### config.mk
export PLATFORM = sky130hd
export DESIGN_NAME = rftx_regs
export DESIGN_NICKNAME = d
export VERILOG_FILES = /design/src/hw/rftx_pkg.sv /design/src/hw/rftx_regs.sv
export SDC_FILE = /design/constraint.sdc
export NUM_CORES = 1
export LEC_CHECK = 0
export BUFFER_PORTS_ARGS = -buffer_cell sky130_fd_sc_hd__buf_4
export CAP_MARGIN = 10
export CORE_ASPECT_RATIO = 0.75
export CORE_MARGIN = 4
export CORE_UTILIZATION = 45
export CTS_CLUSTER_SIZE = 25
export DETAILED_ROUTE_END_ITERATION = 16
export PLACE_DENSITY = 0.77
export SLEW_MARGIN = 20
export SYNTH_ARGS = -nofsm -noshare
export SYNTH_HDL_FRONTEND = slang
export SYNTH_SLANG_ARGS = --single-unit
### constraint.sdc
create_clock -name core_clk -period 2.03 [get_ports core_clk]
set_input_delay 0 -clock core_clk [delete_from_list [all_inputs] [get_ports core_clk]]
set_output_delay 0 -clock core_clk [all_outputs]
set_load 0.05 [all_outputs]
### src/hw/rftx_pkg.sv
// Constants and carrier types of the antenna driver control register bank.
// Assumes one core clock; the bank is reached over APB with one word per register.
package rftx_pkg;

    // Register indices; the byte address is four times the index
    localparam logic [5:0] IDX_COMMAND = 6'h01;
    localparam logic [5:0] IDX_STATUS = 6'h02;
    localparam logic [5:0] IDX_RX_MODE = 6'h13;
    localparam logic [5:0] IDX_DRV_CTRL = 6'h14;
    localparam logic [5:0] IDX_KEYING = 6'h15;
    localparam logic [5:0] IDX_SRC_SEL = 6'h16;

    // Reset values
    localparam logic [7:0] RST_RX_MODE = 8'h00;
    localparam logic [7:0] RST_DRV_CTRL = 8'h80;
    localparam logic [7:0] RST_KEYING = 8'h00;
    localparam logic [7:0] RST_SRC_SEL = 8'h10;
    localparam logic [3:0] RST_COMMAND = 4'h0;

    // Writable bits; the rest read as zero
    localparam logic [7:0] MSK_RX_MODE = 8'hfc;
    localparam logic [7:0] MSK_DRV_CTRL = 8'hfb;
    localparam logic [7:0] MSK_KEYING = 8'h40;
    localparam logic [7:0] MSK_SRC_SEL = 8'h3f;

    // Field positions
    localparam int POS_MULTI_FRAME = 2;
    localparam int POS_INV_ON = 6;
    localparam int POS_INV_OFF = 4;
    localparam int POS_CW = 3;
    localparam int POS_FULL_DEPTH = 6;
    localparam int POS_DRV_SRC = 4;
    localparam int POS_ERR_CRC = 2;

    // Command codes
    localparam logic [3:0] CMD_RECEIVE = 4'h8;
    localparam logic [3:0] CMD_TRANSCEIVE = 4'hc;

    typedef enum logic [0:0] {
        RX_OFF = 1'b0,
        RX_ON = 1'b1
    } rftx_rx_e;

    typedef enum logic [1:0] {
        DSRC_TRISTATE = 2'b00,
        DSRC_MILLER = 2'b01,
        DSRC_AUX_IN = 2'b10,
        DSRC_HIGH = 2'b11
    } rftx_dsrc_e;

    typedef enum logic [3:0] {
        AUX_TRISTATE = 4'b0000,
        AUX_LOW = 4'b0001,
        AUX_HIGH = 4'b0010,
        AUX_TEST_BUS = 4'b0011,
        AUX_MILLER = 4'b0100,
        AUX_TX_SERIAL = 4'b0101,
        AUX_RX_SERIAL = 4'b0111
    } rftx_aux_e;

    // Output pin with its enable
    typedef struct packed {
        logic o;
        logic oe;
    } rftx_pin_s;

endpackage

### src/hw/rftx_regs.sv
// Antenna driver control register bank with multi-frame receive control.
// Assumes synchronous inputs on core_clk, an APB master, and a one-cycle frame_end pulse.
`timescale 1ns/100ps

// Operation
// - Multi-frame bit clear: receiver switches off after one received frame.
// - Multi-frame bit set: receiver keeps accepting frames; software uses it above 106 kBd.
// - With multi-frame, receive commands end only on other command or bit clear.
// - With multi-frame, an error register copy byte is pushed after each frame.
// - Error byte CRC bit: checksum-ok on version two, checksum-error on version one.
// - Bits 7 and 6 invert driver two and one while enabled.
// - Bits 5 and 4 invert driver two and one while disabled.
// - Bit 3 makes driver two output unmodulated carrier continuously.
// - Bits 1 and 0 enable drivers two and one with modulated carrier.
// - Keying bit 6 forces full-depth keying regardless of conductance setting.
// - Source tristate makes both drivers high impedance, also in power-down.
// - Source 01 Miller envelope, 10 auxiliary input, 11 constant high, inverted only where the inversion bit is set.
// - Driver control register resets to 80h.
// - Source select register resets to 10h.
// - Auxiliary output select drives aux pin per code; reserved codes tristate.
module rftx_regs
    import rftx_pkg::*;
#(
    parameter logic VERSION_TWO = 1'b1
) (
    input wire logic core_clk,
    input wire logic rst_n,
    input wire logic psel,
    input wire logic penable,
    input wire logic pwrite,
    input wire logic [7:0] paddr,
    input wire logic [31:0] pwdata,
    output logic [31:0] prdata,
    output logic pready,
    output logic pslverr,
    input wire logic carrier_in,
    input wire logic miller_envelope,
    input wire logic aux_envelope_input,
    input wire logic test_bus_bit,
    input wire logic tx_serial_data,
    input wire logic rx_serial_data,
    input wire logic frame_end,
    input wire logic [7:0] error_register,
    input wire logic checksum_ok_flag,
    input wire logic checksum_error_flag,
    output rftx_pin_s antenna_driver_one,
    output rftx_pin_s antenna_driver_two,
    output rftx_pin_s aux_output_pin,
    output logic receiver_active,
    output logic force_full_depth_keying,
    output logic [1:0] drv_keying_pause,
    output logic fifo_push,
    output logic [7:0] fifo_data
);

    logic [7:0] rx_mode_ff;
    logic [7:0] drv_ctrl_ff;
    logic [7:0] keying_ff;
    logic [7:0] src_sel_ff;
    logic [3:0] command_ff;
    rftx_rx_e rx_state_ff;
    rftx_rx_e nxt_rx_state;
    logic pready_ff;
    logic pslverr_ff;
    logic [31:0] prdata_ff;
    logic fifo_push_ff;
    logic [7:0] fifo_data_ff;
    rftx_pin_s drv_pin_ff [2];
    rftx_pin_s nxt_drv_pin [2];
    logic pause_ff [2];
    logic nxt_pause [2];
    rftx_pin_s aux_pin_ff;
    rftx_pin_s nxt_aux_pin;
    logic apb_access;
    logic apb_wr;
    logic [5:0] idx;
    logic [7:0] wbyte;
    logic wr_command;
    logic wr_rx_mode;
    logic multi_frame_receive;
    logic [7:0] err_byte;
    rftx_dsrc_e driver_source_select;
    rftx_aux_e aux_output_select;

    function automatic logic idx_mapped(input logic [5:0] i);
        idx_mapped = (i == IDX_COMMAND) || (i == IDX_STATUS) || (i == IDX_RX_MODE) ||
                     (i == IDX_DRV_CTRL) || (i == IDX_KEYING) || (i == IDX_SRC_SEL);
    endfunction

    function automatic logic cmd_receives(input logic [3:0] c);
        cmd_receives = (c == CMD_RECEIVE) || (c == CMD_TRANSCEIVE);
    endfunction

    assign idx = paddr[7:2];
    assign wbyte = pwdata[7:0];
    assign apb_access = psel && penable && pready_ff;
    assign apb_wr = apb_access && pwrite && idx_mapped(idx);
    assign wr_command = apb_wr && (idx == IDX_COMMAND);
    assign wr_rx_mode = apb_wr && (idx == IDX_RX_MODE);
    assign multi_frame_receive = rx_mode_ff[POS_MULTI_FRAME];
    assign driver_source_select = rftx_dsrc_e'(src_sel_ff[POS_DRV_SRC +: 2]);
    assign aux_output_select = rftx_aux_e'(src_sel_ff[3:0]);

    // APB handshake: answer in the cycle after setup
    always_ff @(posedge core_clk) begin
        if (!rst_n) begin
            pready_ff <= 1'b0;
            pslverr_ff <= 1'b0;
        end else begin
            pready_ff <= psel && !penable && !pready_ff;
            pslverr_ff <= psel && !penable && !pready_ff && !idx_mapped(paddr[7:2]);
        end
    end

    // Read data, reserved bits zero
    always_ff @(posedge core_clk) begin
        if (!rst_n) begin
            prdata_ff <= 32'h0;
        end else if (psel && !penable && !pwrite) begin
            unique case (paddr[7:2])
                IDX_COMMAND: prdata_ff <= {28'h0, command_ff};
                IDX_STATUS: prdata_ff <= {30'h0, multi_frame_receive, rx_state_ff == RX_ON};
                IDX_RX_MODE: prdata_ff <= {24'h0, rx_mode_ff & MSK_RX_MODE};
                IDX_DRV_CTRL: prdata_ff <= {24'h0, drv_ctrl_ff & MSK_DRV_CTRL};
                IDX_KEYING: prdata_ff <= {24'h0, keying_ff & MSK_KEYING};
                IDX_SRC_SEL: prdata_ff <= {24'h0, src_sel_ff & MSK_SRC_SEL};
                default: prdata_ff <= 32'h0;
            endcase
        end
    end

    // Configuration registers
    always_ff @(posedge core_clk) begin
        if (!rst_n) begin
            rx_mode_ff <= RST_RX_MODE;
            drv_ctrl_ff <= RST_DRV_CTRL;
            keying_ff <= RST_KEYING;
            src_sel_ff <= RST_SRC_SEL;
        end else if (apb_wr) begin
            unique case (idx)
                IDX_RX_MODE: rx_mode_ff <= wbyte & MSK_RX_MODE;
                IDX_DRV_CTRL: drv_ctrl_ff <= wbyte & MSK_DRV_CTRL;
                IDX_KEYING: keying_ff <= wbyte & MSK_KEYING;
                IDX_SRC_SEL: src_sel_ff <= wbyte & MSK_SRC_SEL;
                default: ;
            endcase
        end
    end

    // Command register
    always_ff @(posedge core_clk) begin
        if (!rst_n) begin
            command_ff <= RST_COMMAND;
        end else if (wr_command) begin
            command_ff <= wbyte[3:0];
        end
    end

    // Receiver on/off control
    always_comb begin
        nxt_rx_state = rx_state_ff;
        if (wr_command) begin
            // Any other command ends reception
            nxt_rx_state = cmd_receives(wbyte[3:0]) ? RX_ON : RX_OFF;
        end else if (wr_rx_mode && !wbyte[POS_MULTI_FRAME] && multi_frame_receive) begin
            nxt_rx_state = RX_OFF;
        end else if (rx_state_ff == RX_ON && frame_end && !multi_frame_receive) begin
            nxt_rx_state = RX_OFF;
        end
        // Multi-frame keeps the receiver on across frames
    end

    always_ff @(posedge core_clk) begin
        if (!rst_n) begin
            rx_state_ff <= RX_OFF;
        end else begin
            rx_state_ff <= nxt_rx_state;
        end
    end

    // Error byte with version-dependent CRC flag
    always_comb begin
        err_byte = error_register;
        err_byte[POS_ERR_CRC] = VERSION_TWO ? checksum_ok_flag : checksum_error_flag;
    end

    // Append error byte after each frame in multi-frame mode
    always_ff @(posedge core_clk) begin
        if (!rst_n) begin
            fifo_push_ff <= 1'b0;
            fifo_data_ff <= 8'h00;
        end else begin
            fifo_push_ff <= (rx_state_ff == RX_ON) && frame_end && multi_frame_receive;
            if ((rx_state_ff == RX_ON) && frame_end && multi_frame_receive) begin
                fifo_data_ff <= err_byte;
            end
        end
    end

    // Antenna drivers
    for (genvar i = 0; i < 2; i++) begin : g_drv
        logic en;
        logic inv;
        logic cw;
        logic env;
        logic raw;

        assign en = drv_ctrl_ff[i];
        // On-state and off-state inversion
        assign inv = en ? drv_ctrl_ff[POS_INV_ON + i] : drv_ctrl_ff[POS_INV_OFF + i];
        assign cw = (i == 1) && drv_ctrl_ff[POS_CW];
        // Envelope source, active low
        assign env = (driver_source_select == DSRC_AUX_IN) ? aux_envelope_input :
                     miller_envelope;

        always_comb begin
            raw = 1'b0;
            nxt_pause[i] = 1'b0;
            nxt_drv_pin[i].oe = 1'b1;
            if (driver_source_select == DSRC_TRISTATE) begin
                nxt_drv_pin[i].oe = 1'b0;
            end else if (driver_source_select == DSRC_HIGH) begin
                raw = 1'b1;
            end else if (en && cw) begin
                raw = carrier_in;
            end else if (en) begin
                nxt_pause[i] = !env;
                // Full-depth keying blanks the carrier in pauses
                raw = carrier_in && (env || !keying_ff[POS_FULL_DEPTH]);
            end
            nxt_drv_pin[i].o = nxt_drv_pin[i].oe && (raw ^ inv);
        end

        always_ff @(posedge core_clk) begin
            if (!rst_n) begin
                drv_pin_ff[i] <= '0;
                pause_ff[i] <= 1'b0;
            end else begin
                drv_pin_ff[i] <= nxt_drv_pin[i];
                pause_ff[i] <= nxt_pause[i];
            end
        end
    end

    // Auxiliary output mux; reserved codes tristate
    always_comb begin
        nxt_aux_pin.oe = 1'b1;
        nxt_aux_pin.o = 1'b0;
        unique case (aux_output_select)
            AUX_LOW: nxt_aux_pin.o = 1'b0;
            AUX_HIGH: nxt_aux_pin.o = 1'b1;
            AUX_TEST_BUS: nxt_aux_pin.o = test_bus_bit;
            AUX_MILLER: nxt_aux_pin.o = miller_envelope;
            AUX_TX_SERIAL: nxt_aux_pin.o = tx_serial_data;
            AUX_RX_SERIAL: nxt_aux_pin.o = rx_serial_data;
            default: nxt_aux_pin.oe = 1'b0;
        endcase
    end

    always_ff @(posedge core_clk) begin
        if (!rst_n) begin
            aux_pin_ff <= '0;
        end else begin
            aux_pin_ff <= nxt_aux_pin;
        end
    end

    assign prdata = prdata_ff;
    assign pready = pready_ff;
    assign pslverr = pslverr_ff;
    assign antenna_driver_one = drv_pin_ff[0];
    assign antenna_driver_two = drv_pin_ff[1];
    assign aux_output_pin = aux_pin_ff;
    assign receiver_active = (rx_state_ff == RX_ON);
    assign force_full_depth_keying = keying_ff[POS_FULL_DEPTH];
    assign drv_keying_pause = {pause_ff[1], pause_ff[0]};
    assign fifo_push = fifo_push_ff;
    assign fifo_data = fifo_data_ff;
endmodule

==> out/summary.txt <==
Status = finished, final reports clean
Area Overhead vs Synth = 26.67%
Clock sinks = 51
Max-slew headroom = 66.22%
Share of Yosys cell area claimed by the top area cell type = 39.86%
CP Capture Type = flop
I/O pin total = 115
DRT Pass-1 Iters = 4
Via-to-Cell Ratio = 4.953
Finish-stage setup viols = 0
Crit-path max FO = 7
Maximum clock frequency = 0.5764 GHz
Largest net degree at the start of global routing = 41
Crit path DAT = 1.91 ns
Crit-path slowest cell = or4b_1
Clk_lat worst skew = 0.30 ns
CP Buf/Inv Count = 0
WP data required = 2.20 ns
EDFF count, synth = 0
Layout cells sized above 1 = 23.16%
Hold path start = psel
Min cycle time layout = 1.735 ns
TritonCTS Buffers = 5
Final Hold Viols = 0
Routed Antenna Nets = 0
Total routed wirelength = 5930 um
Gate power share = 14.0%
Commonest cells post-synth = 51 x dfxtp_1, 34 x nand2_1, 28 x buf_4, 27 x nor2b_1, 25 x mux2i_1
Top delay family on crit path = simple AND/OR/NAND/NOR gates
Die Span X = 95.12 um
Core ar. = 5439 um2
Seq/Total Area, Yosys = 39.86%
RSZ-0062 raised after global routing = no
I/O Buffers = 62
H-tree levels = 2
CTS Buffer Depth = 2
Switching Fraction = 25.85%
Max rail drop VDD = 0.0003479 V
Synthesized area = 2561 um2
Slew Viols, Final = 0
Starting Density = 47.09%
Clock Power Share = 34.8%
Max Cap Viol = 0
Switching Power = 507.5 uW
Antenna violations before repair = 0
Setup CP Type = flop to flop
Flop pwr share = 51.1%
Hold WC Path Type = input pin to flop
Diode count = 0
Area leader, netlist = dfxtp_1
Worst-path clk slew = 0.09 ns
Synth Register Bits = 51
Top_reg_cell synth = dfxtp_1
Final Cycle Share = 85.46%
First-pass GRT wire length = 9618 um
RR Startpoint = pready$_SDFF_PN0_
PwrDens = 605.2 nW/um2
Via total after detailed routing = 2,125
Leakage power = 0.001333 uW
Nets@finish = 416
Initial drt markers = 141
DRC viols = 0
Largest cells by area after synthesis = dfxtp_1 40%, mux2i_1 9.8%, buf_4 8.2%
CP Cell Sequence = nand4_2 > or4b_1 > mux2i_1 > nand2_1
Die Height = 73.34 um
Worst Setup SP = pready$_SDFF_PN0_
Startpoint Class = flop
Count leader, synth = dfxtp_1
Slew @ Worst Pin = 0.4999 ns
Number of core rows = 23
Die area = 6975 um2
Post-DP HPWL = 4412 um
Number of distinct library cells after synthesis = 48
Asr flop ratio synth = 0%
Clock root cell = clkbuf_8
Clock Skews = 0.009526 ns
CTS tree = done
Total power = 1963 uW
Per-cell routed wire length = 13.82 um
Gr usage total = 17.61%
Post-route setup TNS = 0 ns
Gpl congestion = 0.8322
Mapped Avg Cell Area = 9.180 um2
Internal power = 1456 uW
Vias in the first global route = 1,954
Max incr delay on CP = 0.74 ns
Post-Synthesis Cells = 279
Synth Warn # = 0
GRT overflow = 0
## per-stage QoR
stage	cells	util, %	hold slack, ns	setup slack [ns]	cell area [um2]
final	429	59.65	0.01227	0.2952	3244
after global routing	429	59.65	0.02766	0.1589	3244
after CTS	429	59.65	0.003138	0.2945	3244
after detailed placement	406	54.75	0.2463	0.3015	2978
after global placement	406	54.75	0.2315	0.3349	2978
after floorplan	302	-	0.1251	0.02836	2648
## kinds of logic (layout without fill, tap and decap cells)
| logic type | after synthesis | after routing | share of synthesized area, % |
|---|---|---|---|
| buffers and inverters | 43 | 95 | 11.14 |
| and+or+nand+nor | 114 | 114 | 26.58 |
| muxes | 27 | 27 | 10.65 |
| xor gates and xnor gates | 2 | 2 | 0.6841 |
| other | 1 | 24 | 0.1464 |
| AOI/OAI and AO/OA | 41 | 41 | 10.94 |
| DFF | 51 | 51 | 39.86 |
## sequential cells by signal, summed over array words and instances (netlist names), 2 cells and up
name,cells
src_sel_ff,6
prdata,8
pause_ff,2
fifo_data,8
rx_mode_ff,6
aux_output_pin,2
command_ff,4
drv_ctrl_ff,7
drv_pin_ff,3
## power by group through the flow
| stage | Clock [uW] | Combinational [uW] | Sequential, uW |
|---|---|---|---|
| floorplan | 0 | 202 | 1040 |
| global placement | 0 | 246 | 1030 |
| detailed placement | 0 | 249 | 1030 |
| CTS | 704 | 273 | 1000 |
| global route | 759 | 291 | 1000 |
| finish | 684 | 276 | 1000 |
## final timing paths
path | end | slack (ns) | depth (start not counted)
setup / recovery | drv_ctrl_ff[7]$_SDFFE_PN1P_ | 0.30 | 4
hold / removal | pready$_SDFF_PN0_ | 0.01 | 3
setup reg to reg | drv_ctrl_ff[7]$_SDFFE_PN1P_ | 0.30 | 4
hold reg to reg | prdata[2]$_SDFFE_PN0P_ | 0.46 | 2
## cell type report
type	instances	area, um2
Inverter	5	18.77
Clock inverter	2	37.54
Sequential cell	51	1021
Timing Repair Buffer	83	663.1
Clock buffer	5	68.82
Fill cell	502	2195
Multi-Input combinational cell	208	1341
Tap cell	75	93.84
## tightest hold or removal path, stage by stage
cell and delay (ns):
buf_4 0.12, nand3b_1 0.10, nor2_1 0.05
## what timing repair did
| item | in CTS | in global routing |
|---|---|---|
| hold buffers | 16 | 0 |
| endpoints found under the hold margin | 26 | 0 |
| setup buffers | 0 | 0 |
| gates resized for setup | 0 | 0 |
## cells in the final DEF (no fill, tap or decap), types with 3 or more instances in the layout
cell type	synthesis	routed
conb_1	1	24
dfxtp_1	51	51
nand3_1	4	4
mux2i_1	25	25
nor3b_1	4	4
nor2b_1	27	27
clkbuf_8	0	5
nor3_1	4	4
nor4_1	3	3
dlygate4sd3_1	0	16
and2_1	3	3
nor2_1	10	10
buf_4	28	67
inv_1	5	5
nand3b_1	5	5
a222oi_1	3	3
o21ai_0	11	11
a21boi_0	8	8
nand2b_1	4	4
nand2_1	34	34
a21oi_1	6	6
## per-layer routing
layer  GRT usage [%]  share of wire, %
met3           3.685               8.2
met5               0                 0
met4           4.800              0.93
met2           27.93                46
met1           24.35                44
No activity file was read; power rests on OpenSTA's default activity.
